--- src/hw/pwmoc_params.svh ---
// Offsets, field positions, reset values and keys of the PWM output block
`ifndef PWMOC_PARAMS_SVH
`define PWMOC_PARAMS_SVH

// ----------------------------------------------------------------
// Register byte offsets
// ----------------------------------------------------------------
`define PWMOC_OFS_PIN_IO 5'h00
`define PWMOC_OFS_TRIG 5'h04
`define PWMOC_OFS_FCL 5'h08
`define PWMOC_OFS_STATUS 5'h0c
`define PWMOC_OFS_UNLOCK 5'h10

// ----------------------------------------------------------------
// Reset values
// ----------------------------------------------------------------
`define PWMOC_RST_PIN_IO 16'hc000
`define PWMOC_RST_TRIG 16'h0000
`define PWMOC_RST_FCL 16'h00f8

// ----------------------------------------------------------------
// Source select codes and fields
// ----------------------------------------------------------------
`define PWMOC_SRC_CMP_FIRST 5'h08
`define PWMOC_SRC_CMP_LAST 5'h0c
`define PWMOC_SRC_FAULT32 5'h1f
`define PWMOC_FCL_USED_MASK 16'h7fff
`define PWMOC_STAT_CLR_BIT 0

// ----------------------------------------------------------------
// Unlock keys, written in this order
// ----------------------------------------------------------------
`define PWMOC_KEY_FIRST 16'h55aa
`define PWMOC_KEY_SECOND 16'haa55

`endif

--- src/hw/pwmoc_pkg.sv ---
// Types shared by the PWM output and limit control block
package pwmoc_pkg;

  typedef enum logic [1:0] {
    PWMOC_PAIR_COMPL = 2'b00,
    PWMOC_PAIR_REDUN = 2'b01,
    PWMOC_PAIR_PUSHP = 2'b10,
    PWMOC_PAIR_RSVD = 2'b11
  } pwmoc_pair_mode_t;

  typedef enum logic [1:0] {
    PWMOC_FLT_LATCHED = 2'b00,
    PWMOC_FLT_CYCLE = 2'b01,
    PWMOC_FLT_RSVD = 2'b10,
    PWMOC_FLT_OFF = 2'b11
  } pwmoc_fault_mode_t;

  typedef struct packed {
    logic high_pin_own;
    logic low_pin_own;
    logic high_pin_polarity;
    logic low_pin_polarity;
    pwmoc_pair_mode_t pin_pair_mode;
    logic high_override_en;
    logic low_override_en;
    logic [1:0] override_data;
    logic [1:0] fault_pin_data;
    logic [1:0] limit_pin_data;
    logic swap;
    logic override_sync;
  } pwmoc_pin_io_t;

  typedef struct packed {
    logic unused;
    logic [4:0] limit_source_sel;
    logic limit_polarity;
    logic limit_mode_en;
    logic [4:0] fault_source_sel;
    logic fault_polarity;
    pwmoc_fault_mode_t fault_mode;
  } pwmoc_fcl_t;

  typedef struct packed {
    logic high_override_en;
    logic low_override_en;
    logic [1:0] override_data;
  } pwmoc_ovr_t;

endpackage

--- src/hw/pwmoc_top.sv ---
// PWM output stage: pin ownership, modes, override, fault and limit forcing
`timescale 1ns/10ps
`default_nettype none
`include "pwmoc_params.svh"

module pwmoc_top (
  // Clock and reset
  input wire logic ref_clk_in,
  input wire logic reset_n_in,
  // Avalon-MM slave
  input wire logic [4:0] avs_address_in,
  input wire logic avs_read_in,
  input wire logic avs_write_in,
  input wire logic [31:0] avs_writedata_in,
  input wire logic [3:0] avs_byteenable_in,
  output logic [31:0] avs_readdata_out,
  output logic avs_waitrequest_out,
  // Generator and time base
  input wire logic pwm_gen_in,
  input wire logic period_start_in,
  input wire logic time_base_tick_in,
  input wire logic [15:0] time_base_in,
  input wire logic local_time_base_in,
  input wire logic module_enable_in,
  input wire logic write_lock_config_in,
  // Fault and limit sources
  input wire logic [7:0] fault_inputs_in,
  input wire logic [4:0] comparator_in,
  input wire logic fault32_in,
  // Pins and trigger
  output logic high_output_pin_out,
  output logic low_output_pin_out,
  output logic high_output_pin_oe_out,
  output logic low_output_pin_oe_out,
  output logic adc_trigger_out
);
  import pwmoc_pkg::*;

  // ----------------------------------------------------------------
  // Registers and state
  // ----------------------------------------------------------------
  pwmoc_pin_io_t pin_io;
  pwmoc_fcl_t fcl;
  pwmoc_ovr_t ovr_live;
  logic [15:0] trig_cmp;
  logic ack;
  logic key_seen;
  logic unlocked;
  logic fault_latched;
  logic fault_cycle;
  logic push_phase;

  // ----------------------------------------------------------------
  // Bus decode
  // ----------------------------------------------------------------
  wire req = avs_read_in | avs_write_in;
  wire wr_go = avs_write_in & ack;
  wire lo_en = avs_byteenable_in[0];
  wire hi_en = avs_byteenable_in[1];
  wire [15:0] wdata = avs_writedata_in[15:0];
  wire sel_pin_io = avs_address_in == `PWMOC_OFS_PIN_IO;
  wire sel_trig = avs_address_in == `PWMOC_OFS_TRIG;
  wire sel_fcl = avs_address_in == `PWMOC_OFS_FCL;
  wire sel_stat = avs_address_in == `PWMOC_OFS_STATUS;
  wire sel_unlock = avs_address_in == `PWMOC_OFS_UNLOCK;
  // One wait state: request held one cycle, answered in the next
  assign avs_waitrequest_out = req & ~ack;

  wire may_write = ~write_lock_config_in | unlocked;
  wire wr_pin_io = wr_go & sel_pin_io & may_write;
  wire wr_fcl = wr_go & sel_fcl & may_write;
  // Compare value has no lock: it may move while running
  wire wr_trig = wr_go & sel_trig;
  wire wr_unlock = wr_go & sel_unlock;
  wire wr_stat_clr = wr_go & sel_stat & lo_en &
    wdata[`PWMOC_STAT_CLR_BIT];
  wire [15:0] lane_mask = {{8{hi_en}}, {8{lo_en}}};
  wire [15:0] next_pin_io = (pin_io & ~lane_mask) | (wdata & lane_mask);
  wire [15:0] next_fcl = ((fcl & ~lane_mask) | (wdata & lane_mask)) &
    `PWMOC_FCL_USED_MASK;
  wire [15:0] next_trig = (trig_cmp & ~lane_mask) | (wdata & lane_mask);

  // ----------------------------------------------------------------
  // Source selection
  // ----------------------------------------------------------------
  function automatic logic pick_source(input logic [4:0] code,
                                       input logic [7:0] faults,
                                       input logic [4:0] cmps,
                                       input logic f32);
    logic [4:0] cidx;
    cidx = code - `PWMOC_SRC_CMP_FIRST;
    if (code < `PWMOC_SRC_CMP_FIRST) begin
      pick_source = faults[code[2:0]];
    end else if (code <= `PWMOC_SRC_CMP_LAST) begin
      pick_source = cmps[cidx[2:0]];
    end else if (code == `PWMOC_SRC_FAULT32) begin
      pick_source = f32;
    end else begin
      // Reserved codes read as an idle source
      pick_source = 1'b0;
    end
  endfunction

  wire limit_raw = pick_source(fcl.limit_source_sel, fault_inputs_in,
    comparator_in, fault32_in);
  wire fault_raw = pick_source(fcl.fault_source_sel, fault_inputs_in,
    comparator_in, fault32_in);
  wire limit_src = limit_raw ^ fcl.limit_polarity;
  wire fault_src = fault_raw ^ fcl.fault_polarity;
  wire limit_active = fcl.limit_mode_en & limit_src;
  wire flt_latched_md = fcl.fault_mode == PWMOC_FLT_LATCHED;
  wire flt_cycle_md = fcl.fault_mode == PWMOC_FLT_CYCLE;
  wire fault_hit = fault_src & (flt_latched_md | flt_cycle_md);
  wire fault_active = fault_hit | (flt_latched_md & fault_latched) |
    (flt_cycle_md & fault_cycle);

  // ----------------------------------------------------------------
  // Pin signal path
  // ----------------------------------------------------------------
  // pair mode shaping
  logic gen_high;
  logic gen_low;
  always_comb begin
    gen_high = pwm_gen_in;
    gen_low = ~pwm_gen_in;
    unique case (pin_io.pin_pair_mode)
      PWMOC_PAIR_COMPL: begin
        gen_high = pwm_gen_in;
        gen_low = ~pwm_gen_in;
      end
      PWMOC_PAIR_REDUN: begin
        gen_high = pwm_gen_in;
        gen_low = pwm_gen_in;
      end
      PWMOC_PAIR_PUSHP: begin
        gen_high = pwm_gen_in & ~push_phase;
        gen_low = pwm_gen_in & push_phase;
      end
      // Reserved code: hold both pins inactive
      default: begin
        gen_high = 1'b0;
        gen_low = 1'b0;
      end
    endcase
  end

  wire sw_high = pin_io.swap ? gen_low : gen_high;
  wire sw_low = pin_io.swap ? gen_high : gen_low;
  wire lim_high = limit_active ? pin_io.limit_pin_data[1] : sw_high;
  wire lim_low = limit_active ? pin_io.limit_pin_data[0] : sw_low;
  wire flt_high = fault_active ? pin_io.fault_pin_data[1] : lim_high;
  wire flt_low = fault_active ? pin_io.fault_pin_data[0] : lim_low;
  wire ovr_high = ovr_live.high_override_en ?
    ovr_live.override_data[1] : flt_high;
  wire ovr_low = ovr_live.low_override_en ?
    ovr_live.override_data[0] : flt_low;
  wire next_high_pin = ovr_high ^ pin_io.high_pin_polarity;
  wire next_low_pin = ovr_low ^ pin_io.low_pin_polarity;

  // sync path waits for period
  // Sync mode trades latency for clean edges at period start
  wire ovr_load = ~pin_io.override_sync | period_start_in;
  wire pwmoc_ovr_t ovr_reg = '{pin_io.high_override_en,
    pin_io.low_override_en, pin_io.override_data};

  wire trig_hit = local_time_base_in & time_base_tick_in &
    (time_base_in == trig_cmp);

  // Status is read only; a bit 0 write clears the latch
  wire [15:0] status_word = {10'h000, module_enable_in, unlocked,
    limit_active, fault_active, fault_cycle, fault_latched};

  logic [15:0] rd_mux;
  always_comb begin
    rd_mux = 16'h0000;
    if (sel_pin_io) begin
      rd_mux = pin_io;
    end else if (sel_trig) begin
      rd_mux = trig_cmp;
    end else if (sel_fcl) begin
      rd_mux = fcl;
    end else if (sel_stat) begin
      rd_mux = status_word;
    end
  end

  // ----------------------------------------------------------------
  // Bus registers
  // ----------------------------------------------------------------
  always_ff @(posedge ref_clk_in or negedge reset_n_in) begin
    if (!reset_n_in) begin
      ack <= 1'b0;
      avs_readdata_out <= 32'h0000_0000;
    end else begin
      ack <= req & ~ack;
      if (avs_read_in & ~ack) begin
        avs_readdata_out <= {16'h0000, rd_mux};
      end
    end
  end

  always_ff @(posedge ref_clk_in or negedge reset_n_in) begin
    if (!reset_n_in) begin
      pin_io <= `PWMOC_RST_PIN_IO;
      fcl <= `PWMOC_RST_FCL;
      trig_cmp <= `PWMOC_RST_TRIG;
    end else begin
      if (wr_pin_io) begin
        pin_io <= next_pin_io;
      end
      if (wr_fcl) begin
        fcl <= next_fcl;
      end
      if (wr_trig) begin
        trig_cmp <= next_trig;
      end
    end
  end

  // ----------------------------------------------------------------
  // Unlock sequence
  // ----------------------------------------------------------------
  // Unlock grants exactly one guarded write, then relocks
  // Any other write between the keys restarts the sequence
  always_ff @(posedge ref_clk_in or negedge reset_n_in) begin
    if (!reset_n_in) begin
      key_seen <= 1'b0;
      unlocked <= 1'b0;
    end else if (wr_unlock) begin
      key_seen <= wdata == `PWMOC_KEY_FIRST;
      unlocked <= key_seen & (wdata == `PWMOC_KEY_SECOND);
    end else if (wr_go) begin
      key_seen <= 1'b0;
      if (sel_pin_io | sel_fcl) begin
        unlocked <= 1'b0;
      end
    end
  end

  // ----------------------------------------------------------------
  // Fault state and push-pull phase
  // ----------------------------------------------------------------
  always_ff @(posedge ref_clk_in or negedge reset_n_in) begin
    if (!reset_n_in) begin
      fault_latched <= 1'b0;
      fault_cycle <= 1'b0;
      push_phase <= 1'b0;
    end else begin
      if (fault_hit & flt_latched_md) begin
        fault_latched <= 1'b1;
      end else if (wr_stat_clr) begin
        fault_latched <= 1'b0;
      end
      if (fault_hit & flt_cycle_md) begin
        fault_cycle <= 1'b1;
      end else if (period_start_in) begin
        fault_cycle <= 1'b0;
      end
      if (period_start_in) begin
        push_phase <= ~push_phase;
      end
    end
  end

  // ----------------------------------------------------------------
  // Override capture and pin outputs
  // ----------------------------------------------------------------
  always_ff @(posedge ref_clk_in or negedge reset_n_in) begin
    if (!reset_n_in) begin
      ovr_live <= '0;
    end else if (ovr_load) begin
      ovr_live <= ovr_reg;
    end
  end

  always_ff @(posedge ref_clk_in or negedge reset_n_in) begin
    if (!reset_n_in) begin
      high_output_pin_out <= 1'b0;
      low_output_pin_out <= 1'b0;
      high_output_pin_oe_out <= 1'b0;
      low_output_pin_oe_out <= 1'b0;
      adc_trigger_out <= 1'b0;
    end else begin
      // Registered so a mode change never glitches a gate
      high_output_pin_out <= next_high_pin;
      low_output_pin_out <= next_low_pin;
      high_output_pin_oe_out <= pin_io.high_pin_own;
      low_output_pin_oe_out <= pin_io.low_pin_own;
      adc_trigger_out <= trig_hit;
    end
  end

endmodule

`default_nettype wire

--- config.mk ---
export PLATFORM = sky130hd
export DESIGN_NAME = pwmoc_top
export DESIGN_NICKNAME = d
export VERILOG_FILES = /design/src/hw/pwmoc_pkg.sv /design/src/hw/pwmoc_top.sv
export VERILOG_INCLUDE_DIRS = /design/src /design/src/hw
export SDC_FILE = /design/constraint.sdc
export NUM_CORES = 1
export LEC_CHECK = 0
export BUFFER_PORTS_ARGS = -buffer_cell sky130_fd_sc_hd__buf_2
export CAP_MARGIN = 20
export CORE_ASPECT_RATIO = 0.8
export CORE_MARGIN = 5
export CORE_UTILIZATION = 50
export DETAILED_ROUTE_END_ITERATION = 8
export PLACE_DENSITY = 0.77
export REMOVE_ABC_BUFFERS = 1
export SYNTH_ARGS = -nofsm -noshare
export SYNTH_HDL_FRONTEND = slang
export SYNTH_SLANG_ARGS = --single-unit
--- constraint.sdc ---
create_clock -name ref_clk_in -period 3 [get_ports ref_clk_in]
set_input_delay 0.45 -clock ref_clk_in [delete_from_list [all_inputs] [get_ports ref_clk_in]]
set_output_delay 0.45 -clock ref_clk_in [all_outputs]
set_load 0.05 [all_outputs]
* Word-level counts from Yosys, hierarchy flattened
Index checks and enable logic that the tools add are counted.
** Cells by class
- $add $sub $neg :: 2
- Order comparisons :: 8
- Eq/ne operators :: 12
- Muxes and demuxes :: 37
- Bitwise operators :: 47
- Reduce and logical (&&, ||, !) cells :: 9
** Operators with widths (count)
- bitwise AND 16 bit :: 3
- 2-to-1 mux 16 bit :: 2
- bitwise OR 16 bit :: 2
- 2-to-1 mux 1 bit :: 27
- bitwise AND 1 bit :: 23
- == test 16 x 15 -> 1 bit (second input constant) :: 1
- == test 16 bit :: 1
- == test 16 bit (second input constant) :: 1
- less-than comparator 3 x 4 -> 1 bit (second input constant) :: 4
- NOT 16 bit :: 1
- bitwise AND 15 bit :: 1
- == test 5 bit (second input constant) :: 3
- 2-to-1 mux 15 bit :: 1
- bitwise OR 15 bit :: 1
- binary-select mux 1 bit (select 3 bit) :: 4
- == test 5 x 4 -> 1 bit (second input constant) :: 2
- less-or-equal comparator 5 x 4 -> 1 bit (second input constant) :: 2
- less-than comparator 5 x 4 -> 1 bit (second input constant) :: 2
- nonzero test 2 bit :: 4
- bitwise OR 1 bit :: 7
- 2-to-1 mux 6 bit :: 1
- subtractor 3 x 1 -> 3 bit (second input constant) :: 2
- == test 5 x 3 -> 1 bit (second input constant) :: 1
- zero test 5 bit :: 1
- other kinds (9) :: 18
** Storage, ports and cells
- Register bits after elaboration :: 78
- Output and inout port bits :: 38
- Logic and storage cells :: 149

* Logic depth before layout (Yosys ltp)
Gate-level depths: netlist (run 1).
- Word-level depth :: 13
- Gate-level depth with buffers :: 8
- Mapped depth without buffers :: 7

* Worst setup path before layout (run 1)
OpenSTA, ideal clock, no wires.
- Path type :: register to register
- Start point :: reg (tool-made name)
- End point :: reg high_output_pin_out
- Arrival :: 2366 ps
- Data required time :: 2896 ps
- Setup slack :: 530 ps
- Cell stages (with the launch flop) :: 8
- Path buffers :: 1
- Period minus slack after synthesis :: 2470 ps
- Cells stage by stage :: dfstp_2 -> buf_6 -> mux4_1 -> a2111oi_4 -> a221oi_2 -> and2_4 -> a2111o_1 -> o311ai_1
** RTL lines
- end signal, assigned :: line pwmoc_top.sv:285 : high_output_pin_out <= next_high_pin;
- end, declared :: line pwmoc_top.sv:31 : output logic high_output_pin_out,

==> results of run 1 <==
-- critical path, stage by stage (launching register included) --
cell	delay, ns
sky130_fd_sc_hd__dfstp_2	0.62
sky130_fd_sc_hd__mux4_1	0.63
sky130_fd_sc_hd__a2111oi_4	0.52
sky130_fd_sc_hd__a221oi_2	0.20
sky130_fd_sc_hd__a211o_1	0.34
sky130_fd_sc_hd__a211o_1	0.24
sky130_fd_sc_hd__o311ai_1	0.10
-- layout make-up --
| cell class | instances | area (µm²) | area share |
|---|---|---|---|
| Clock buffer | 11 | 141 | 0.0287 |
| Clock inverter | 5 | 35.0 | 0.00712 |
| Inverter | 8 | 30.0 | 0.00611 |
| Multi-Input combinational cell | 286 | 2140 | 0.434 |
| Sequential cell | 78 | 1960 | 0.399 |
| Tap cell | 112 | 140 | 0.0285 |
| Timing Repair Buffer | 91 | 475 | 0.0967 |
-- worst paths after layout --
check,from,endpoint,slack (ns),cells past startpoint
max in group asynchronous,reset_n_in,ovr_live[1],2.09,1
setup / recovery,flip-flop,low_output_pin_out,0.23,6
min in group ref_clk_in,period_start_in,push_phase,0.36,2
hold / removal,reset_n_in,avs_readdata_out[1],0.23,1
setup reg to reg,flip-flop,low_output_pin_out,0.23,6
hold reg to reg,flip-flop,high_output_pin_oe_out,0.41,0
-- per-layer routing --
| layer | global-route usage | up-vias |
|---|---|---|
| met5 | 0 | - |
| met4 | 0.0511 | 0 |
| met3 | 0.0699 | 11 |
| met2 | 0.357 | 189 |
| met1 | 0.311 | 1732 |
| li1 | - | 1580 |
-- cell families (layout without fill, tap and decap cells) --
family	Yosys count	after routing	synth area share
muxes	57	57	0.165
buffers and inverters	42	115	0.0531
other	1	16	0.000879
and+or+nand+nor	118	118	0.155
xor gates and xnor gates	18	18	0.0369
AOI/OAI and AO/OA	77	77	0.131
DFF	78	78	0.460
-- layout by cell type, fill, tap and decap left out, types with 3 or more instances in the layout --
cell type,netlist,layout
sky130_fd_sc_hd__buf_2,1,83
sky130_fd_sc_hd__dfrtp_1,71,71
sky130_fd_sc_hd__mux2_2,49,49
sky130_fd_sc_hd__nand2_1,32,32
sky130_fd_sc_hd__o21ai_0,25,25
sky130_fd_sc_hd__nor2_1,21,21
sky130_fd_sc_hd__conb_1,1,16
sky130_fd_sc_hd__xnor2_1,14,14
sky130_fd_sc_hd__a21oi_1,10,10
sky130_fd_sc_hd__clkbuf_8,0,10
sky130_fd_sc_hd__a222oi_1,9,9
sky130_fd_sc_hd__inv_1,8,8
sky130_fd_sc_hd__nor2b_1,8,8
sky130_fd_sc_hd__buf_4,16,8
sky130_fd_sc_hd__nand4_1,7,7
sky130_fd_sc_hd__dfstp_2,7,7
sky130_fd_sc_hd__nand3_1,6,6
sky130_fd_sc_hd__nand3b_1,5,5
sky130_fd_sc_hd__nor3b_1,5,5
sky130_fd_sc_hd__nand2b_1,5,5
sky130_fd_sc_hd__a31oi_1,5,5
sky130_fd_sc_hd__nor4bb_1,5,5
sky130_fd_sc_hd__and3_1,4,4
sky130_fd_sc_hd__xor2_1,4,4
sky130_fd_sc_hd__mux4_2,3,3
sky130_fd_sc_hd__mux2i_1,3,3
sky130_fd_sc_hd__o31ai_1,3,3
sky130_fd_sc_hd__a221oi_1,3,3
-- power by group through the flow --
stage	registers [mW]	clock network [mW]	logic, mW
floorplan	1.29	0	0.230
global placement	1.22	0	0.464
detailed placement	1.23	0	0.474
CTS	1.21	0.726	0.476
global route	1.22	0.773	0.511
finish	1.21	0.707	0.477
-- stage by stage --
| step | std cells | utilization | setup slack [ns] |
|---|---|---|---|
| 2_1_floorplan | 372 | - | 0.483 |
| 3_3_place_gp | 575 | 0.564 | 0.336 |
| 3_5_place_dp | 575 | 0.564 | 0.319 |
| 4_1_cts | 591 | 0.585 | 0.255 |
| 5_1_grt | 591 | 0.585 | 0.145 |
| 6_report | 591 | 0.585 | 0.232 |
==> results.cfg, run 1 <==
[placement]
dp_area_um2 = 4740
numPortBuffers = 84
place.detailed.hpwl_mm = 8.84
gpl.final_weighted_congestion = 0.931

[power]
p_int_mw = 1.62
pwr_cell_area_nw_per_um2 = 487
power.share.combinational = 0.199
power.sequential.fraction = 0.506
power_leakage_nw = 2.30
vdd_ir_max_v = 0.000231
clock_power_share = 0.295
switching_share = 0.324
total_power_mw = 2.40
power.switching_uw = 776

[drt]
drtPass1Iterations = 6
vias = 3512
highest_routed_metal_layer = met4
via_per_inst = 5.94
met3RoutedLength_mm = 1.20
met1_length_mm = 5.02
final_antenna_net_count = 0
drc = 0
route.met2.wl_mm = 5.41
postRouteWirelength_mm = 11.8
drt_iter0_markers = 235
route.detailed.wl_per_inst_um = 19.9

[synth]
postSynth.topFlopCell = sky130_fd_sc_hd__dfrtp_1
synth.cells.most_frequent = sky130_fd_sc_hd__dfrtp_1, sky130_fd_sc_hd__mux2_2, sky130_fd_sc_hd__nand2_1, sky130_fd_sc_hd__o21ai_0, sky130_fd_sc_hd__nor2_1
yosys_register_bits = 78
synth-warning-count = 0
number_of_flops_mapped_to_enable_cells_by_yosys = 0
post-synth-top-area-fraction = 0.416
postSynth.asyncResetShare = 1.00
post_synth_instance_area_um2 = 4270
post_synth_num_cell_types = 61
netlist.top_cell.by_area = sky130_fd_sc_hd__dfrtp_1
synthTopCellsByArea = sky130_fd_sc_hd__dfrtp_1, sky130_fd_sc_hd__mux2_2, sky130_fd_sc_hd__dfstp_2
synthMostInstantiatedCell = sky130_fd_sc_hd__dfrtp_1
synthCells = 391
seq_area_frac_synth = 0.460
syn-mean-instance-area_um2 = 10.9

[die]
std_cell_rows = 30
start_util = 0.507
die_x_um = 113
design.core.area_um2 = 8410
die-height_um = 92.6
design.portCount = 119
die-area_um2 = 10500

[grt]
first_global_vias = 3508
grt.overflow.total = 0
global_route_wire_length_before_repair_mm = 18.5
maximum_number_of_pins_on_one_net_before_global_route_repair = 79
grt_antenna_before_repair = 0
grtUsageTotal = 0.227

[timing]
slew_headroom = 0.340
min_tclk_post_route_ns = 2.77
final-max-slew-violation-count = 0
fin_setup_tns_ns = 0
grt_setup_unrepaired = false
timing_worst_slew_pin_value_ns = 0.990
timing_hold_violations_final = 0
fmax_mhz = 361
final.period_utilization = 0.923
hold_slack_ns = 0.234
setup-violations-final = 0
worst_clock_skew_ns = 0.0132

[clock_network]
worst_skew_pair.late_latency_ns = 0.35
cts_hold_repair.buffers = 0
cts_max_level = 3
cts_buffers = 9
postCtsSetupBuffers = 0
clock_sinks = 78
clk_pin_slew_ns = 0.08
cts_tree = built
cts.repair.resized = 0
cts-root-to-sink-buffers = 2
cts_root_buf = sky130_fd_sc_hd__clkbuf_8

[run_status]
status = completed

[worst_setup_path]
setup_crit_path_kind = reg -> reg
arrival_ns = 3.00
worst-endpoint-required_ns = 3.23
crit_path_end_kind = flip-flop
crit_path_start_kind = flip-flop
critical_path_peak_fanout = 7

[final_layout]
layout-drive-gt1-share = 0.363
count_of_fill_cells_added_during_filler_insertion = 724
final_cell_area_um2 = 4920
synthToLayoutAreaGrowth_pct = 15.3
insertedDiodeCount = 0
fin_nets = 555

[flow_run]
maxCapViolCount = 0

[hold_path]
min_path_type = in -> async
Note: power is estimated with default switching activity, not from simulation.
==> run 2, diff against run 1 <==
--- a/config.mk
+++ b/config.mk
@@ -10,9 +10,9 @@
 export CAP_MARGIN = 20
 export CORE_ASPECT_RATIO = 0.8
 export CORE_MARGIN = 5
-export CORE_UTILIZATION = 50
+export CORE_UTILIZATION = 35
 export DETAILED_ROUTE_END_ITERATION = 8
-export PLACE_DENSITY = 0.77
+export HOLD_SLACK_MARGIN = 0.05
 export REMOVE_ABC_BUFFERS = 1
 export SYNTH_ARGS = -nofsm -noshare
 export SYNTH_HDL_FRONTEND = slang
==> results.cfg, run 2 (same netlist as run 1, synthesis figures left out) <==
[run_status]
status = completed

[clock_network]
cts-root-to-sink-buffers = 2
clk_pin_slew_ns = 0.06
cts_hold_repair.buffers = 0
cts.repair.resized = 0
cts_buffers = 9
cts_max_level = 3
cts_tree = built
clock_sinks = 78
postCtsSetupBuffers = 0
worst_skew_pair.late_latency_ns = 0.34
cts_root_buf = sky130_fd_sc_hd__clkbuf_16

[final_layout]
insertedDiodeCount = 0
count_of_fill_cells_added_during_filler_insertion = 1212
mostFrequentLayoutCells = sky130_fd_sc_hd__buf_2, sky130_fd_sc_hd__dfrtp_1, sky130_fd_sc_hd__mux2_2
layout-drive-gt1-share = 0.364
fin_nets = 557
most_frequent_standard_cell_in_the_layout_excluding_fill_and_tap_cells = sky130_fd_sc_hd__buf_2
multi_input_area_um2 = 2140
ff_latch_area_um2 = 1960
synthToLayoutAreaGrowth_pct = 19.8

[worst_setup_path]
worst-endpoint-required_ns = 3.23
crit_path_end_kind = flip-flop
worst_path_dominant_cell_family = compound AO/OA/AOI/OAI gates
cp_slowest_cell = sky130_fd_sc_hd__mux4_1
worst_path_buffer_plus_inverter_count = 0
critPathMaxStageDelay_ns = 0.63
critical_path_peak_fanout = 7
crit_path_start_kind = flip-flop
timing.critical_path.cells = mux4_1 > a2111oi_4 > a221oi_2 > and2_4 > a2111o_1 > o311ai_1
arrival_ns = 2.87
setup_crit_path_kind = reg -> reg

[die]
design.portCount = 119
start_util = 0.353
design.core.area_um2 = 12100
std_cell_rows = 36
die_x_um = 133
die-height_um = 109
die-area_um2 = 14500

[timing]
timing_hold_violations_final = 0
timing_worst_slew_pin_value_ns = 0.972
worst_clock_skew_ns = 0.00679
hold_slack_ns = 0.0689
final.period_utilization = 0.877
grt_setup_unrepaired = false
setup-violations-final = 0
slew_headroom = 0.352
fmax_mhz = 380
min_tclk_post_route_ns = 2.63
fin_setup_tns_ns = 0
final-max-slew-violation-count = 0

[flow_run]
maxCapViolCount = 0

[placement]
numPortBuffers = 84
place.detailed.hpwl_mm = 9.54
gpl.final_weighted_congestion = 0.878

[grt]
first_global_vias = 3495
maximum_number_of_pins_on_one_net_before_global_route_repair = 79
grtUsageTotal = 0.176
grt_antenna_before_repair = 0
global_route_wire_length_before_repair_mm = 19.4
grt.overflow.total = 0

[power]
power_leakage_nw = 2.36
vdd_ir_max_v = 0.000347
pwr_cell_area_nw_per_um2 = 544

[drt]
route.detailed.wl_per_inst_um = 20.0
postRouteWirelength_mm = 12.7
drt_iter0_markers = 235
via_per_inst = 5.45
drc = 0
drtPass1Iterations = 6
vias = 3447
final_antenna_net_count = 0

[hold_path]
min_path_type = in -> async
[run 2: changes by cell type in the layout (fill, tap and decap cells not counted), sizes merged]
cell    previous run  this run
buf               91        93
bufinv             0         1
clkinv             4         3
[run 2: power breakdown]
group | leakage (nW) | total [mW] | switching (mW) | internal, mW
clock network | 0.140 | 1.09 | 0.439 | 0.646
registers | 1.02 | 1.21 | 0.0785 | 1.13
logic | 1.20 | 0.486 | 0.315 | 0.170
total | 2.36 | 2.78 | 0.833 | 1.95
[run 2: final cells by class]
type | count | area share
tap | 152 | 0.0372
clock buffer | 11 | 0.0455
sequential | 78 | 0.384
inverter | 8 | 0.00587
timing repair buffer | 93 | 0.0984
clock inverter | 5 | 0.0117
multi-input combinational | 286 | 0.418
[run 2: stage by stage]
stage | setup slack, ns | cell area (µm²) | instances | power (mW) | utilization
2_1_floorplan | 0.483 | 4130 | 372 | 1.52 | -
3_3_place_gp | 0.379 | 4800 | 616 | 1.70 | 0.398
3_5_place_dp | 0.374 | 4800 | 616 | 1.71 | 0.398
4_1_cts | 0.364 | 5090 | 632 | 2.79 | 0.422
5_1_grt | 0.224 | 5110 | 633 | 2.89 | 0.424
6_report | 0.368 | 5110 | 633 | 2.78 | 0.424
[run 2: final timing paths]
path	startpoint	slack (ns)	to	cells after the start
max	flip-flop	0.37	high_output_pin_out	6
min	reset_n_in	0.07	avs_readdata_out[10]	1
max reg2reg	flip-flop	0.37	high_output_pin_out	6
min reg2reg	flip-flop	0.41	high_output_pin_oe_out	0
max in group asynchronous	reset_n_in	2.27	asynchronous set/reset pin	2
min in group ref_clk_in	period_start_in	0.36	push_phase	2
[run 2: per-layer routing]
layer  GRT usage  routed length, µm
met2       0.270               5570
met3      0.0521                935
met1       0.247               6030
met5           0                  0
met4      0.0404                130
==> run 3, diff against run 2 <==
--- a/config.mk
+++ b/config.mk
@@ -6,7 +6,7 @@
 export SDC_FILE = /design/constraint.sdc
 export NUM_CORES = 1
 export LEC_CHECK = 0
-export BUFFER_PORTS_ARGS = -buffer_cell sky130_fd_sc_hd__buf_2
+export BUFFER_PORTS_ARGS = -buffer_cell sky130_fd_sc_hd__buf_4
 export CAP_MARGIN = 20
 export CORE_ASPECT_RATIO = 0.8
 export CORE_MARGIN = 5
==> results.cfg, run 3 (same netlist as run 1, synthesis figures left out) <==
[power]
power_leakage_nw = 2.43
pwr_cell_area_nw_per_um2 = 532
vdd_ir_max_v = 0.000276

[worst_setup_path]
arrival_ns = 2.91
critical_path_peak_fanout = 5
worst_path_dominant_cell_family = compound AO/OA/AOI/OAI gates
cp_slowest_cell = sky130_fd_sc_hd__mux4_2
worst_path_buffer_plus_inverter_count = 0
setup_crit_path_kind = reg -> reg
crit_path_end_kind = flip-flop
reg2reg_slack_ns = 0.30
worst-endpoint-required_ns = 3.21
timing.critical_path.cells = mux4_2 > mux2i_1 > nand2_1 > and3_1 > o21ai_0 > a21oi_1 > o311ai_1
crit_path_start_kind = flip-flop
critPathMaxStageDelay_ns = 0.55

[final_layout]
ff_latch_area_um2 = 1960
insertedDiodeCount = 0
mostFrequentLayoutCells = sky130_fd_sc_hd__buf_4, sky130_fd_sc_hd__dfrtp_1, sky130_fd_sc_hd__mux2_2
synthToLayoutAreaGrowth_pct = 25.1
fin_nets = 557
multi_input_area_um2 = 2140
layout_cells_excl_fill = 633
count_of_fill_cells_added_during_filler_insertion = 1163
most_frequent_standard_cell_in_the_layout_excluding_fill_and_tap_cells = sky130_fd_sc_hd__buf_4
layout-drive-gt1-share = 0.364

[timing]
min_tclk_post_route_ns = 2.70
setup-violations-final = 0
grt_setup_unrepaired = false
timing_worst_slew_pin_value_ns = 0.969
final.period_utilization = 0.900
timing_hold_violations_final = 0
fmax_mhz = 370
final-max-slew-violation-count = 0
worst_clock_skew_ns = 0.00632
fin_setup_tns_ns = 0
slew_headroom = 0.354

[drt]
drc = 0
route.detailed.wl_per_inst_um = 20.0
drtPass1Iterations = 5
via_per_inst = 5.42
drt_iter0_markers = 271
final_antenna_net_count = 0
postRouteWirelength_mm = 12.6
vias = 3434

[clock_network]
clock_sinks = 78
cts_tree = built
postCtsSetupBuffers = 0
cts_max_level = 3
cts_buffers = 9
clk_pin_slew_ns = 0.06
cts_root_buf = sky130_fd_sc_hd__clkbuf_16
worst_skew_pair.late_latency_ns = 0.33
cts-root-to-sink-buffers = 2

[grt]
first_global_vias = 3531
grtUsageTotal = 0.179
global_route_wire_length_before_repair_mm = 19.7
grt_antenna_before_repair = 0
maximum_number_of_pins_on_one_net_before_global_route_repair = 79
grt.overflow.total = 0

[die]
design.portCount = 119
std_cell_rows = 36
die-area_um2 = 14500
start_util = 0.353
die-height_um = 109
design.core.area_um2 = 12100
die_x_um = 133

[placement]
dpl.cell_count = 615
numPortBuffers = 84
gpl.final_weighted_congestion = 0.851
place.detailed.hpwl_mm = 9.62

[run_status]
status = completed

[hold_path]
min_path_type = in -> reg

[flow_run]
maxCapViolCount = 0
-- run 3: cell count changes in the layout (fill, tap and decap cells not counted), moves of 2 or more --
cell / before / now
sky130_fd_sc_hd__clkinv_2: 1 / 3
sky130_fd_sc_hd__buf_4: 9 / 91
sky130_fd_sc_hd__buf_2: 83 / 0
sky130_fd_sc_hd__clkbuf_8: 0 / 2
sky130_fd_sc_hd__clkinv_4: 2 / 0
-- run 3: timing repair --
| item | CTS | global route |
|---|---|---|
| endpoints found under the setup margin | 0 | 0 |
| hold endpoints to repair | 0 | 9 |
| gates resized for setup | 0 | 0 |
| hold buffers | 0 | 1 |
-- run 3: area by class of cell --
type,instances,share of cell area
well taps,152,0.0356
multi-input cells,286,0.400
clock inverters,4,0.00844
clock buffers,12,0.0480
repair buffers,93,0.135
flip-flops and latches,78,0.367
inverters,8,0.00562
-- run 3: path summary, 6_finish.rpt --
kind,cells after the start,to,from
worst max-delay path,7,low_output_pin_out,flip-flop
worst min-delay path,2,push_phase,period_start_in
worst max register to register,7,low_output_pin_out,flip-flop
worst min register to register,0,low_output_pin_oe_out,flip-flop
max in group asynchronous,3,asynchronous set/reset pin,reset_n_in
min in group asynchronous,2,asynchronous set/reset pin,reset_n_in
-- run 3: stage by stage --
stage / hold WS, ns / total power [mW] / instance area (µm²) / util / setup slack (ns)
after floorplan: 0.154 / 1.52 / 4130 / - / 0.483
after global placement: 0.405 / 1.74 / 5000 / 0.414 / 0.364
after detailed placement: 0.407 / 1.75 / 5000 / 0.414 / 0.279
after CTS: 0.318 / 2.85 / 5300 / 0.439 / 0.274
after global routing: 0.328 / 2.96 / 5340 / 0.442 / 0.204
final: 0.331 / 2.84 / 5340 / 0.442 / 0.299
-- run 3: power by group --
| part | total, mW | switching (mW) | internal (mW) | leakage, nW |
|---|---|---|---|---|
| sequential | 1.21 | 0.0823 | 1.13 | 1.02 |
| clock | 1.10 | 0.418 | 0.686 | 0.152 |
| combinational | 0.523 | 0.314 | 0.210 | 1.27 |
-- run 3: per-layer routing --
layer / wire (µm) / global-route usage
met1: 6170 / 0.259
met2: 5490 / 0.266
met3: 818 / 0.0484
met4: 165 / 0.0441
met5: 0 / 0
